==> config.mk <==
export PLATFORM = sky130hd
export DESIGN_NAME = fswdt_top
export DESIGN_NICKNAME = d
export VERILOG_FILES = /design/src/hdl/fswdt_pkg.sv /design/src/hdl/fswdt_prescaler.sv /design/src/hdl/fswdt_top.sv
export VERILOG_INCLUDE_DIRS = /design/src /design/src/hdl
export SDC_FILE = /design/constraint.sdc
export NUM_CORES = 1
export LEC_CHECK = 0
export BUFFER_PORTS_ARGS = -buffer_cell sky130_fd_sc_hd__buf_2
export CAP_MARGIN = 10
export CORE_AREA = 2 2 60 91
export DETAILED_ROUTE_END_ITERATION = 10
export DIE_AREA = 0 0 62 93
export PLACE_DENSITY = 0.75
export RECOVER_POWER = 50
export REMOVE_ABC_BUFFERS = 1
export SETUP_SLACK_MARGIN = 0.02
export SLEW_MARGIN = 20
export SYNTH_ARGS = -nofsm -noshare
export SYNTH_HDL_FRONTEND = slang
export SYNTH_HIERARCHICAL = 1
export SYNTH_SLANG_ARGS = --single-unit
==> constraint.sdc <==
create_clock -name core_clk_i -period 3 [get_ports core_clk_i]
set_input_delay 0.6 -clock core_clk_i [delete_from_list [all_inputs] [get_ports core_clk_i]]
set_output_delay 0.6 -clock core_clk_i [all_outputs]
set_load 0.01 [all_outputs]
==> src/hdl/fswdt_consts.svh <==
`ifndef FSWDT_CONSTS_SVH
`define FSWDT_CONSTS_SVH

// Prescaler division factors for the coarse and fine tick.
`define FSWDT_COARSE_DIV     16384
`define FSWDT_FINE_DIV       256

// Counter geometry: reload value fills the upper byte, low byte starts at 0.
`define FSWDT_CNT_W          16
`define FSWDT_RELOAD_W       8
`define FSWDT_CNT_MAX        16'hffff
`define FSWDT_LOW_ZERO       8'h00

// Reset values of the configuration: fine prescaler, reload of all ones.
`define FSWDT_RELOAD_RST     8'hff
`define FSWDT_COARSE_RST     1'b0

// Default interval after power-up, in microseconds, at the reference clock.
`define FSWDT_DEF_INTERVAL_US 6500
`define FSWDT_REF_CLK_MHZ     10
`define FSWDT_INTERVAL_GRAIN  100

// Core clock of this build.
`define FSWDT_CLK_PERIOD_NS   5

`endif

==> src/hdl/fswdt_pkg.sv <==
package fswdt_pkg;

    // Watchdog sequence states, one-hot.
    typedef enum logic [2:0] {
        FSWDT_RUN  = 3'b001,
        FSWDT_WARN = 3'b010,
        FSWDT_TRIP = 3'b100
    } fswdt_state_t;

endpackage

==> src/hdl/fswdt_prescaler.sv <==
`timescale 1ns/1ps
`default_nettype none
`include "fswdt_consts.svh"

module fswdt_prescaler #(
    parameter int FINE_DIV   = `FSWDT_FINE_DIV,
    parameter int COARSE_DIV = `FSWDT_COARSE_DIV
) (
    input  wire logic core_clk_i,
    input  wire logic rst_i,
    input  wire logic run_i,
    input  wire logic clear_i,
    input  wire logic coarse_i,
    output logic      tick_o
);
    localparam int PW = $clog2(COARSE_DIV);

    logic [PW-1:0] div_count;
    logic [PW-1:0] limit;

    // The coarse factor must be the larger one and both must fit the counter.
    initial begin
        if (FINE_DIV < 2 || COARSE_DIV <= FINE_DIV) begin
            $error("fswdt_prescaler: unusable division factors");
        end
    end

    // Terminal count of the selected factor.
    assign limit  = coarse_i ? PW'(COARSE_DIV - 1) : PW'(FINE_DIV - 1);
    assign tick_o = run_i && !clear_i && (div_count >= limit);

    // Clear wins over counting so a service always restarts the phase.
    always_ff @(posedge core_clk_i) begin
        if (rst_i || clear_i) begin
            div_count <= '0;
        end else if (run_i) begin
            if (div_count >= limit) begin
                div_count <= '0;
            end else begin
                div_count <= div_count + PW'(1);
            end
        end
    end

endmodule

`default_nettype wire

==> src/hdl/fswdt_top.sv <==
// Operation
// - Every reset leaves the watchdog enabled and counting by itself.
// - Off and on commands stop and restart the watchdog on the next cycle.
// - Overflow raises a prewarning interrupt first, then a reset request.
// - Sixteen-bit counter advances on clock divided by 16384 or 256.
// - A service loads the counter from the programmable reload value.
// - A service reloads the counter and clears the prescaler together.
// - Reset configuration gives 6.5 ms interval at a 10 MHz clock.
`timescale 1ns/1ps
`default_nettype none
`include "fswdt_consts.svh"

module fswdt_top
    import fswdt_pkg::*;
#(
    parameter int CNT_W      = `FSWDT_CNT_W,
    parameter int RELOAD_W   = `FSWDT_RELOAD_W,
    parameter int FINE_DIV   = `FSWDT_FINE_DIV,
    parameter int COARSE_DIV = `FSWDT_COARSE_DIV
) (
    input  wire logic                core_clk_i,
    input  wire logic                rst_i,
    input  wire logic                service_i,
    input  wire logic                watchdog_off_cmd_i,
    input  wire logic                watchdog_on_cmd_i,
    input  wire logic                config_load_i,
    input  wire logic [RELOAD_W-1:0] reload_value_field_i,
    input  wire logic                coarse_select_i,
    output logic                     enabled_o,
    output logic [CNT_W-1:0]         count_o,
    output logic                     prewarn_irq_o,
    output logic                     reset_req_o
);
    localparam int LOW_W = CNT_W - RELOAD_W;

    // Cycles of the default interval at the reference clock, for the check.
    // It uses the documented fine factor, so a shortened prescaler for
    // quick runs does not trip the check.
    localparam longint DEF_CYC =
        longint'(`FSWDT_FINE_DIV) * (longint'(1) << LOW_W)
        * ((longint'(1) << RELOAD_W) - longint'(`FSWDT_RELOAD_RST));

    fswdt_state_t           state;
    logic                   enabled;
    logic [CNT_W-1:0]       count;
    logic [RELOAD_W-1:0]    reload_value;
    logic                   coarse_sel;
    logic                   tick;
    logic                   svc_take;
    logic                   overflow;
    logic [CNT_W-1:0]       reload_word;

    // The reload value must leave room for a low part, and the default
    // configuration must land on the documented interval.
    initial begin
        if (CNT_W != `FSWDT_CNT_W || RELOAD_W >= CNT_W) begin
            $error("fswdt_top: counter geometry not supported");
        end
        if ((DEF_CYC / `FSWDT_REF_CLK_MHZ) / `FSWDT_INTERVAL_GRAIN !=
            `FSWDT_DEF_INTERVAL_US / `FSWDT_INTERVAL_GRAIN) begin
            $error("fswdt_top: default interval does not match");
        end
    end

    // Reload value sits in the upper part, low part restarts at zero.
    assign reload_word = {reload_value, LOW_W'(0)};

    // Service is ignored once the prewarning is out: a stuck core cannot
    // talk its way out of the pending reset by a late service.
    assign svc_take = service_i && (state == FSWDT_RUN);
    assign overflow = tick && (count == `FSWDT_CNT_MAX);

    // Prescaler runs only while enabled and before the trip.
    fswdt_prescaler #(
        .FINE_DIV   (FINE_DIV),
        .COARSE_DIV (COARSE_DIV)
    ) u_prescaler (
        .core_clk_i (core_clk_i),
        .rst_i      (rst_i),
        .run_i      (enabled && (state != FSWDT_TRIP)),
        .clear_i    (svc_take),
        .coarse_i   (coarse_sel),
        .tick_o     (tick)
    );

    // Enable flag: set by every reset, then owned by the two commands.
    // Should both commands arrive together, on wins to stay fail-safe.
    always_ff @(posedge core_clk_i) begin
        if (rst_i) begin
            enabled <= 1'b1;
        end else if (watchdog_on_cmd_i) begin
            enabled <= 1'b1;
        end else if (watchdog_off_cmd_i) begin
            enabled <= 1'b0;
        end
    end

    // Configuration, loaded by the core through a strobe.
    always_ff @(posedge core_clk_i) begin
        if (rst_i) begin
            reload_value <= RELOAD_W'(`FSWDT_RELOAD_RST);
            coarse_sel   <= `FSWDT_COARSE_RST;
        end else if (config_load_i) begin
            reload_value <= reload_value_field_i;
            coarse_sel   <= coarse_select_i;
        end
    end

    // Counter: a service reloads, a tick increments, a wrap reloads too so
    // that the time to the reset request is one full interval.
    always_ff @(posedge core_clk_i) begin
        if (rst_i) begin
            count <= {RELOAD_W'(`FSWDT_RELOAD_RST),
                      LOW_W'(`FSWDT_LOW_ZERO)};
        end else if (svc_take) begin
            count <= reload_word;
        end else if (overflow) begin
            count <= reload_word;
        end else if (tick) begin
            count <= count + CNT_W'(1);
        end
    end

    // Sequence: first overflow warns, second one trips the reset request.
    always_ff @(posedge core_clk_i) begin
        if (rst_i) begin
            state <= FSWDT_RUN;
        end else begin
            case (state)
                FSWDT_RUN: begin
                    if (overflow) begin
                        state <= FSWDT_WARN;
                    end
                end
                FSWDT_WARN: begin
                    if (overflow) begin
                        state <= FSWDT_TRIP;
                    end
                end
                FSWDT_TRIP: begin
                    state <= FSWDT_TRIP;
                end
                default: begin
                    state <= FSWDT_TRIP;
                end
            endcase
        end
    end

    // Outputs from flip-flops; the request holds until the system resets.
    always_ff @(posedge core_clk_i) begin
        if (rst_i) begin
            prewarn_irq_o <= 1'b0;
            reset_req_o   <= 1'b0;
        end else begin
            prewarn_irq_o <= overflow && (state == FSWDT_RUN);
            reset_req_o   <= reset_req_o ||
                             (overflow && (state == FSWDT_WARN));
        end
    end

    assign enabled_o = enabled;
    assign count_o   = count;

    // Helper for the tick checks: cycles since the last tick or restart of
    // the prescaler, counted rather than unrolled since factors are large.
    localparam int GAP_W = $clog2(COARSE_DIV) + 1;
    localparam logic [GAP_W-1:0] FINE_GAP   = GAP_W'(FINE_DIV - 1);
    localparam logic [GAP_W-1:0] COARSE_GAP = GAP_W'(COARSE_DIV - 1);

    logic [GAP_W-1:0]       tick_gap;
    logic                   phase_known;
    logic                   after_svc;

    // Gap counter saturates so a long pause cannot wrap into a short gap.
    always_ff @(posedge core_clk_i) begin
        if (rst_i || tick || svc_take) begin
            tick_gap <= '0;
        end else if (tick_gap != '1) begin
            tick_gap <= tick_gap + GAP_W'(1);
        end
    end

    // A configuration load may shorten one interval, so it forgets the phase.
    always_ff @(posedge core_clk_i) begin
        if (rst_i) begin
            phase_known <= 1'b1;
        end else if (config_load_i) begin
            phase_known <= 1'b0;
        end else if (tick || svc_take) begin
            phase_known <= 1'b1;
        end
    end

    // First interval after a service with the prescaler running throughout,
    // where the tick must land exactly on the selected factor.
    always_ff @(posedge core_clk_i) begin
        if (rst_i || config_load_i || !enabled) begin
            after_svc <= 1'b0;
        end else if (svc_take) begin
            after_svc <= 1'b1;
        end else if (tick) begin
            after_svc <= 1'b0;
        end
    end
endmodule

`default_nettype wire

# Yosys cells after proc, flatten, opt, wreduce, memory -nomap -nowiden
# Cells that the tools add are included.
word_totals:
  register_bits: 45
  input_bits: 15
  output_inout_bits: 19
  wordCells: 40
op_classes:
  addsub: 2
  magnitude_cmp: 1
  eq_ne: 6
  mux: 8
  n_reduce_logical: 14
op_table:
  columns: ["op", "count"]
  rows:
  - ["two-way mux 16 bit", 3]
  - ["two-way mux 14 bit", 2]
  - ["adder 16 x 1 -> 16 bit (second input constant)", 1]
  - ["equality test 16 bit (second input constant)", 1]
  - ["adder 14 x 1 -> 14 bit (second input constant)", 1]
  - [">= comparator 14 bit", 1]
  - ["logical AND 1 bit", 7]
  - ["two-way mux 3 bit", 2]
  - ["case mux 3 bit (2 select lines)", 1]
  - ["!= test 2 bit (second input constant)", 2]
  - ["equality test 3 x 1 -> 1 bit (second input constant)", 1]
  - ["equality test 3 x 2 -> 1 bit (second input constant)", 1]
  - ["!= test 3 bit (second input constant)", 1]
  - ["nonzero test 3 bit", 1]
  - ["OR reduction 3 bit", 1]
  - ["logical OR 1 bit", 2]
  - ["AND reduction 2 bit", 1]
  - ["OR reduction 2 bit", 1]
  - ["zero test 1 bit", 1]

# Longest topological paths before layout
# Gate-level depths: netlist of run 1.
logic_depth:
  word_depth: 8
  ltp_mapped: 11
  ltp_nobuf: 10

# Modules after synthesis
# Netlist of run 1, hierarchy kept.
by_module_without_submodules:
  columns: ["module", "n_inst", "cells_per_inst", "area_each_um2", "seq_area_each_um2"]
  rows:
  - ["fswdt_top", 1, 169, 1507.7, 620.6]
  - ["fswdt_prescaler", 1, 101, 925.9, 280.3]

# Worst setup path after synthesis of run 1
# OpenSTA, ideal clock, no wires.
synth_path:
  path_type: "reg-to-reg"
  startpoint: "register u_prescaler.div_count[0]"
  endpoint: "register state[1]"
  setup_ns: 0.074
  arrival_time_ns: 2.583
  t_required_ns: 2.926
  path_slack_ns: 0.344
  path_stages_with_launch: 10
  n_path_buf: 0
  period_less_slack_ns: 2.656
  cell_sequence: "dfxtp_1 ha_1 nand3_2 o31a_1 o21ai_2 and3b_1 nand4_1 or4_4 mux2_4 nor3_2"
synth_between:
  elab_chain_len: 5
  word_cells_on_any_way: 6
  cone_classes: "1 x order compare; 2 x eq/ne; 3 x reduce/logical"
synth_lines:
  columns: ["item", "line_no", "rtl"]
  rows:
  - ["start: declaration", "fswdt_prescaler.sv:18", "logic [PW-1:0] div_count;"]
  - ["start signal: assignment", "fswdt_prescaler.sv:40", "div_count <= div_count + PW'(1);"]
  - [">= comparator 14 bit *", "fswdt_prescaler.sv:30", "assign tick_o = run_i && !clear_i && (div_count >= limit);"]
  - ["logical AND 1 bit *", "fswdt_prescaler.sv:30", null]
  - ["via tick", "fswdt_top.sv:48", "logic tick;"]
  - ["logical AND 1 bit *", "fswdt_top.sv:71", "assign overflow = tick && (count == `FSWDT_CNT_MAX);"]
  - ["!= test 2 bit (no source line)", null, null]
  - ["AND reduction 2 bit (no source line) *", null, null]
  - ["end signal: assignment", "fswdt_top.sv:127", "state <= FSWDT_RUN;"]
  - ["end signal: assignment", "fswdt_top.sv:132", "state <= FSWDT_WARN;"]
  - ["end signal: assignment", "fswdt_top.sv:137", "state <= FSWDT_TRIP;"]
  - ["end: declaration", "fswdt_top.sv:43", "fswdt_state_t state;"]
# The timed path passes the listed nets; every way through them passes the cells marked *.
# A chain may end at the register's enable or synchronous reset.

# Worst setup path in the final report of run 1
layout_path:
  startpoint: "register u_prescaler.div_count[0]"
  endpoint: "register count[2], in the netlist count_o[2]"
layout_between:
  elab_chain_len: 4
layout_lines:
  columns: ["item", "line_no", "rtl"]
  rows:
  - [">= comparator 14 bit *", "fswdt_prescaler.sv:30", null]
  - ["logical AND 1 bit *", "fswdt_prescaler.sv:30", null]
  - ["via tick", "fswdt_top.sv:48", null]
  - ["logical AND 1 bit", "fswdt_top.sv:71", null]
  - ["OR reduction 3 bit (no source line)", null, null]
  - ["end signal: assignment", "fswdt_top.sv:113", "count <= {RELOAD_W'(`FSWDT_RELOAD_RST),"]
  - ["end signal: assignment", "fswdt_top.sv:116", "count <= reload_word;"]
  - ["end signal: assignment", "fswdt_top.sv:118", "count <= reload_word;"]
  - ["end: declaration", "fswdt_top.sv:45", "logic [CNT_W-1:0] count;"]
# Marked as above.

==> run_results.csv, run 1 <==
group,metric,value,unit
clocking,cts_root_buffer,"clkbuf_8",
global_routing,antenna_found_initial,0,
yosys,synth_seq_cells,45,
min_path,hold_path_class,"in2reg",
clocking,cts_buffers,5,
yosys,syn-cell-area,2430,sq um
final_layout,nFillCells,474,
power,p_comb_share,10.8,%
timing,skew,0.0125,ns
die,pin_count,34,
placement,gp_congestion,0.869,
yosys,ys_types,59,
yosys,ys_warn_count,6,
setup_path,cp_max_fo,8,
global_routing,grt_pass1_wl,9.36,mm
timing,rsz0062_at_grt,"false",
timing,hold_viol,0,
drt,drtIter0Drc,113,
final_layout,drive_above_1_share,13.3,%
die,die_x,62,um
min_path,min_path_cells,2,
global_routing,grt_pass1_vias,2125,
timing,fin_ws,0.317,ns
power,swShare,26.1,%
min_path,hold_path_end,"enabled_o",
global_routing,grt_max_degree,22,
timing,maxSlewViolCount,0,
setup_path,rrSetupSlack,0.32,ns
setup_path,r2r_start,"u_prescaler/div_count[0]",
setup_path,start_kind,"flop",
placement,dp_cells,368,
placement,dpl-instance-area,2670,sq um
setup_path,worstSetupEndpointType,"flop",
final_layout,nNetsFinal,330,
placement,place_ws,0.313,ns
min_path,holdCritStartpoint,"watchdog_off_cmd_i",
power,p_seq_share,51.0,%
drt,drc_errors,0,
clocking,clock-sinks,45,
drt,dr.pass1.iters,4,
die,coreArea,5000,sq um
timing,finalSetupViolCount,0,
power,p_leak,0.968,nW
die,die_h,93,um
yosys,postSynth.asyncResetShare,0,%
timing,relSlewSlack,45.9,%
placement,hpwl,4.20,mm
drt,wire_per_inst,14.8,um
drt,ant_nets,0,
job,maxCapViolCount,0,
final_layout,diodes,0,
setup_path,crit_type,"reg2reg",
setup_path,reg2reg_depth,9,
clocking,clkTransAtPathRegs,0.09,ns
yosys,syn_area_per_cell,9.01,sq um
clocking,cts_resized,0,
clocking,htree_levels,2,
yosys,synth_cells,270,
drt,num_vias,2179,
power,p_switching,0.000335,W
global_routing,grt_usage,21.2,%
clocking,holdBufCountCts,0,
die,start_util,48.6,%
final_layout,area_delta_synth_final,13.4,%
power,ir_drop,213,uV
yosys,ys_seq_area_share,37.0,%
timing,fmaxAchievable,373,MHz
clocking,clock_path_buffers,2,
setup_path,worstReg2RegEnd,"count_o[2]",
power,power.density,464,nW/um^2
timing,post-route-period-util,89.4,%
power,p_int,0.000946,W
setup_path,arrival,2.87,ns
global_routing,overflow,0,
timing,finalCriticalPeriod,2.68,ns
drt,wl,5.58,mm
timing,tightest_slew,0.811,ns
drt,detail_route.vias_per_cell,5.80,
setup_path,required,3.18,ns
clocking,tritoncts,"done",
yosys,synth_edf_count,0,
clocking,worst_skew_pair.late_latency,0.30,ns
final_layout,fin_area,2760,sq um
die,num_rows,32,
clocking,cts_setup_buffers,0,
power,p_clk_share,38.2,%
final_layout,instances_no_fill,376,
die,dieArea,5770,sq um
yosys,synth_ff_type,"dfxtp_1",
outcome,status,"completed",
placement,portBuffers,33,
==> layer usage <==
| layer | up-vias | share of wire, % | GRT usage (%) |
|---|---|---|---|
| met4 | 0 | 2.4 | 9.22 |
| met3 | 14 | 2.7 | 3.60 |
| met5 | - | 0 | 0 |
| li1 | 1079 | - | - |
| met2 | 46 | 54 | 37.3 |
| met1 | 1040 | 41 | 23.7 |
==> stage by stage <==
step	util (%)	hold slack, ns	setup TNS [ns]	power, W
after floorplan	-	0.435	-0.224	0.000751
after global placement	53.3	0.447	0	0.000807
after detailed placement	53.3	0.455	0	0.000810
after CTS	55.7	0.468	0	0.00129
after global routing	55.1	0.479	0	0.00133
final	55.1	0.467	0	0.00128
==> synthesized netlist by cell type, types with 2 or more instances <==
cell,count,share of area [%]
xnor2_1,12,4.3
a21oi_1,14,2.9
nand2b_1,4,1.0
nor3_2,2,0.82
nand2_1,20,3.1
o21a_1,2,0.62
inv_1,8,1.2
a31oi_1,2,0.51
nand4_2,2,1.0
clkbuf_1,4,0.62
and3_2,2,0.62
o21ai_0,10,2.1
mux2i_1,12,4.9
o211ai_1,8,2.5
nand4b_1,2,0.72
a211oi_1,9,2.8
buf_6,2,0.93
dfxtp_1,45,37
nor3_1,5,1.0
nor2_1,21,3.2
o2111ai_1,2,0.72
o22ai_1,2,0.51
nand3_1,13,2.7
nand4_1,10,2.6
and3_1,2,0.51
xor2_1,8,2.9
nor4_1,7,1.8
nor3b_1,2,0.62
ha_1,8,4.1
==> layout make-up <==
cell class	instances	area, sq um	share of cell area (%)
Tap cell	68	85.1	3.08
Sequential cell	45	901	32.7
Inverter	9	33.8	1.22
Timing Repair Buffer	38	174	6.30
Multi-Input combinational cell	208	1450	52.4
Clock inverter	2	37.5	1.36
Clock buffer	6	82.6	2.99
==> worst max-delay path, stage by stage (launching register included) <==
cell and delay [ns]:
dfxtp_1 0.41, ha_1 0.24, nand3_2 0.13, o31a_1 0.39, o21ai_2 0.14, and3b_1 0.19
nand4_1 0.15, or4_4 0.54, nand3_1 0.29, nor2_1 0.09
==> placed cells by master (no fill, tap or decap), types with 2 or more instances in the layout <==
cell type / Yosys / final
dfxtp_1: 45 / 45
nor2_1: 21 / 21
clkbuf_1: 4 / 21
nand2_1: 20 / 20
a21oi_1: 14 / 14
nand3_1: 13 / 13
buf_2: 0 / 13
mux2i_1: 12 / 12
xnor2_1: 12 / 12
nand4_1: 10 / 10
o21ai_0: 10 / 10
a211oi_1: 9 / 9
inv_1: 8 / 8
xor2_1: 8 / 8
o211ai_1: 8 / 8
ha_1: 8 / 8
nor4_1: 7 / 7
clkbuf_8: 0 / 6
nor3_1: 5 / 5
nand2b_1: 4 / 4
buf_4: 0 / 4
nand4_2: 2 / 2
nand4b_1: 2 / 2
and3_1: 2 / 2
nor3b_1: 2 / 2
nor3_2: 2 / 2
and3_2: 2 / 2
o21a_1: 2 / 2
o2111ai_1: 2 / 2
a31oi_1: 2 / 2
o22ai_1: 2 / 2
==> flip-flops by register name (all words and copies together) (netlist names) <==
name	count
count_o	16
u_prescaler/div_count	14
reload_value	8
state	3
coarse_sel	1
enabled_o	1
prewarn_irq_o	1
reset_req_o	1
==> cells by family after synthesis <==
group | synth area share (%)
XOR/XNOR | 7.20
AND/OR/NAND/NOR | 26.5
buffers and inverters | 3.60
AO/OA/AOI/OAI | 16.0
adder cells (fa/ha/maj) | 4.11
multiplexers | 5.55
flip-flops | 37.0
==> power groups by stage <==
stage                     clock (W)  combinational, W  sequential, W
final                      0.000490          0.000139       0.000653
after global routing       0.000520          0.000155       0.000658
after CTS                  0.000492          0.000145       0.000652
after detailed placement          0          0.000144       0.000666
after global placement            0          0.000141       0.000666
after floorplan                   0         0.0000862       0.000664
==> how the worst max path moves through the flow <==
stage                                   from    endpoint  slack, ns  cells past startpoint
detailed placement  u_prescaler/div_count[0]  count_o[2]       0.31                      9
floorplan           u_prescaler/div_count[0]    state[1]      -0.08                      9
global placement    u_prescaler/div_count[0]  count_o[2]       0.39                      9
global route        u_prescaler/div_count[0]  count_o[2]       0.12                      9
finish              u_prescaler/div_count[0]  count_o[2]       0.32                      9
CTS                 u_prescaler/div_count[0]  count_o[2]       0.31                      9
No activity file was read; power rests on OpenSTA's default activity.
==> run 2: changes to the inputs <==
==> constraint.sdc (replaced) <==
create_clock -name core_clk_i -period 3 [get_ports core_clk_i]
set_input_delay 0.15 -clock core_clk_i [delete_from_list [all_inputs] [get_ports core_clk_i]]
set_output_delay 0.15 -clock core_clk_i [all_outputs]
set_load 0.01 [all_outputs]
==> run_results.csv, run 2 (synthesized netlist as in run 1, its figures left out) <==
group,metric,value,unit
outcome,status,"completed",
die,die_x,62,um
global_routing,grt_pass1_wl,9.92,mm
timing,relSlewSlack,45.1,%
setup_path,rrSetupSlack,0.31,ns
setup_path,arrival,2.88,ns
placement,place_ws,0.308,ns
power,power.density,437,nW/um^2
setup_path,start_kind,"flop",
placement,hpwl,4.22,mm
die,num_rows,32,
final_layout,largest_reg_flops,16,
final_layout,area_delta_synth_final,12.4,%
timing,fmaxAchievable,372,MHz
clocking,tritoncts,"done",
drt,dr.pass1.iters,4,
power,p_total,0.00120,W
final_layout,multiInputGateArea,1450,sq um
drt,detail_route.vias_per_cell,5.79,
global_routing,grt_max_degree,22,
timing,fin_hold_ws,0.0248,ns
setup_path,worstSetupEndpointType,"flop",
power,p_leak,0.961,nW
timing,rsz0062_at_grt,"false",
timing,tightest_slew,0.824,ns
placement,dpl-instance-area,2670,sq um
placement,gp_congestion,0.853,
timing,maxSlewViolCount,0,
global_routing,grt_pass1_vias,2190,
final_layout,final_common_cell,"dfxtp_1",
drt,ant_nets,0,
drt,drtIter0Drc,126,
clocking,cts_setup_buffers,0,
clocking,holdBufCountCts,0,
clocking,worst_skew_pair.late_latency,0.31,ns
clocking,cts_resized,0,
global_routing,antenna_found_initial,0,
setup_path,critPathLaunch,"u_prescaler/div_count[0]",
clocking,cts_root_buffer,"clkbuf_8",
clocking,clkTransAtPathRegs,0.09,ns
timing,hold_viol,0,
die,coreArea,5000,sq um
clocking,clock-sinks,45,
setup_path,cp_max_fo,8,
global_routing,grt_use_met1,24.8,%
setup_path,r2r_start,"u_prescaler/div_count[0]",
final_layout,drive_above_1_share,13.3,%
setup_path,critPathMaxStageDelay,0.54,ns
final_layout,diodes,0,
timing,fin_ws,0.310,ns
global_routing,overflow,0,
setup_path,reg2reg_depth,9,
final_layout,final-seq-area,901,sq um
timing,finalSetupViolCount,0,
setup_path,crit_path_end,"count_o[5]",
placement,portBuffers,33,
global_routing,grt_use_met3,3.60,%
die,dieArea,5770,sq um
timing,skew,0.0108,ns
drt,wl,5.65,mm
setup_path,crit_cells,9,
clocking,htree_levels,2,
clocking,clock_path_buffers,2,
final_layout,nFillCells,514,
global_routing,grt_usage,22.5,%
setup_path,cp_slowest_cell,"or4_4",
min_path,hold_path_class,"in2reg",
global_routing,grt_use_met2,40.0,%
drt,drc_errors,0,
setup_path,crit_chain,"ha_1 -> nand3_2 -> o31a_1 -> o21ai_2 -> and3b_1 -> nand4_1 -> or4_4 -> nand3_1 -> nor2_1",
setup_path,required,3.19,ns
final_layout,final_cell_mix,"dfxtp_1, nor2_1, clkbuf_1",
job,maxCapViolCount,0,
timing,post-route-period-util,89.7,%
drt,num_vias,2176,
die,die_h,93,um
setup_path,critPathTopFamily,"simple AND/OR/NAND/NOR gates",
setup_path,worstReg2RegEnd,"count_o[5]",
final_layout,nNetsFinal,330,
final_layout,fin_area,2740,sq um
die,start_util,48.6,%
power,ir_drop,274,uV
timing,finalCriticalPeriod,2.69,ns
drt,wire_per_inst,15.0,um
setup_path,cp_num_buf_inv,0,
global_routing,top_usage_layer,"met2",
clocking,cts_buffers,5,
die,pin_count,34,
setup_path,crit_type,"reg2reg",
-- run 2: cell types whose count changed in the layout (fill, tap and decap cells not counted), sizes merged --
cell and change:
clkinv +2, bufinv -1, clkinvlp -1
-- run 2: final cells by class --
cell class,instances,area share (%)
clock inverters,2,0.503
repair buffers,38,6.36
inverters,9,1.24
flip-flops and latches,45,32.9
multi-input cells,208,52.8
clock buffers,6,3.02
well taps,68,3.11
-- run 2: worst reg2reg max path, stage by stage (launching register included) --
cell and delay [ns]:
dfxtp_1 0.41, ha_1 0.24, nand3_2 0.13, o31a_1 0.39
o21ai_2 0.14, and3b_1 0.20, nand4_1 0.15, or4_4 0.54
nand3_1 0.29, nor2_1 0.09
-- run 2: worst min path at each step --
stage,from,to,depth (start not counted)
floorplan,rst_i,state[2],1
global placement,watchdog_off_cmd_i,enabled_o,2
detailed placement,watchdog_off_cmd_i,enabled_o,2
CTS,watchdog_off_cmd_i,enabled_o,2
global route,watchdog_off_cmd_i,enabled_o,2
finish,watchdog_off_cmd_i,enabled_o,2
-- run 2: metal layers --
layer	vias up	share of wire [%]
met3	15	3.3
met1	1026	39
met2	53	55
li1	1082	-
met5	-	0
met4	0	2.7
-- run 2: through the flow --
stage	setup TNS [ns]	utilization (%)	instances
final	0	54.7	376
after global routing	0	54.7	376
after CTS	0	55.2	376
after detailed placement	0	53.3	368
after global placement	0	53.3	368
after floorplan	-0.224	-	262
-- run 2: power by group --
part / internal [W] / switching [W] / leakage [nW] / total (W)
clock network: 0.000187 / 0.000216 / 0.0512 / 0.000403
registers: 0.000622 / 0.0000321 / 0.367 / 0.000654
logic: 0.0000531 / 0.0000860 / 0.543 / 0.000139
total: 0.000862 / 0.000335 / 0.961 / 0.00120
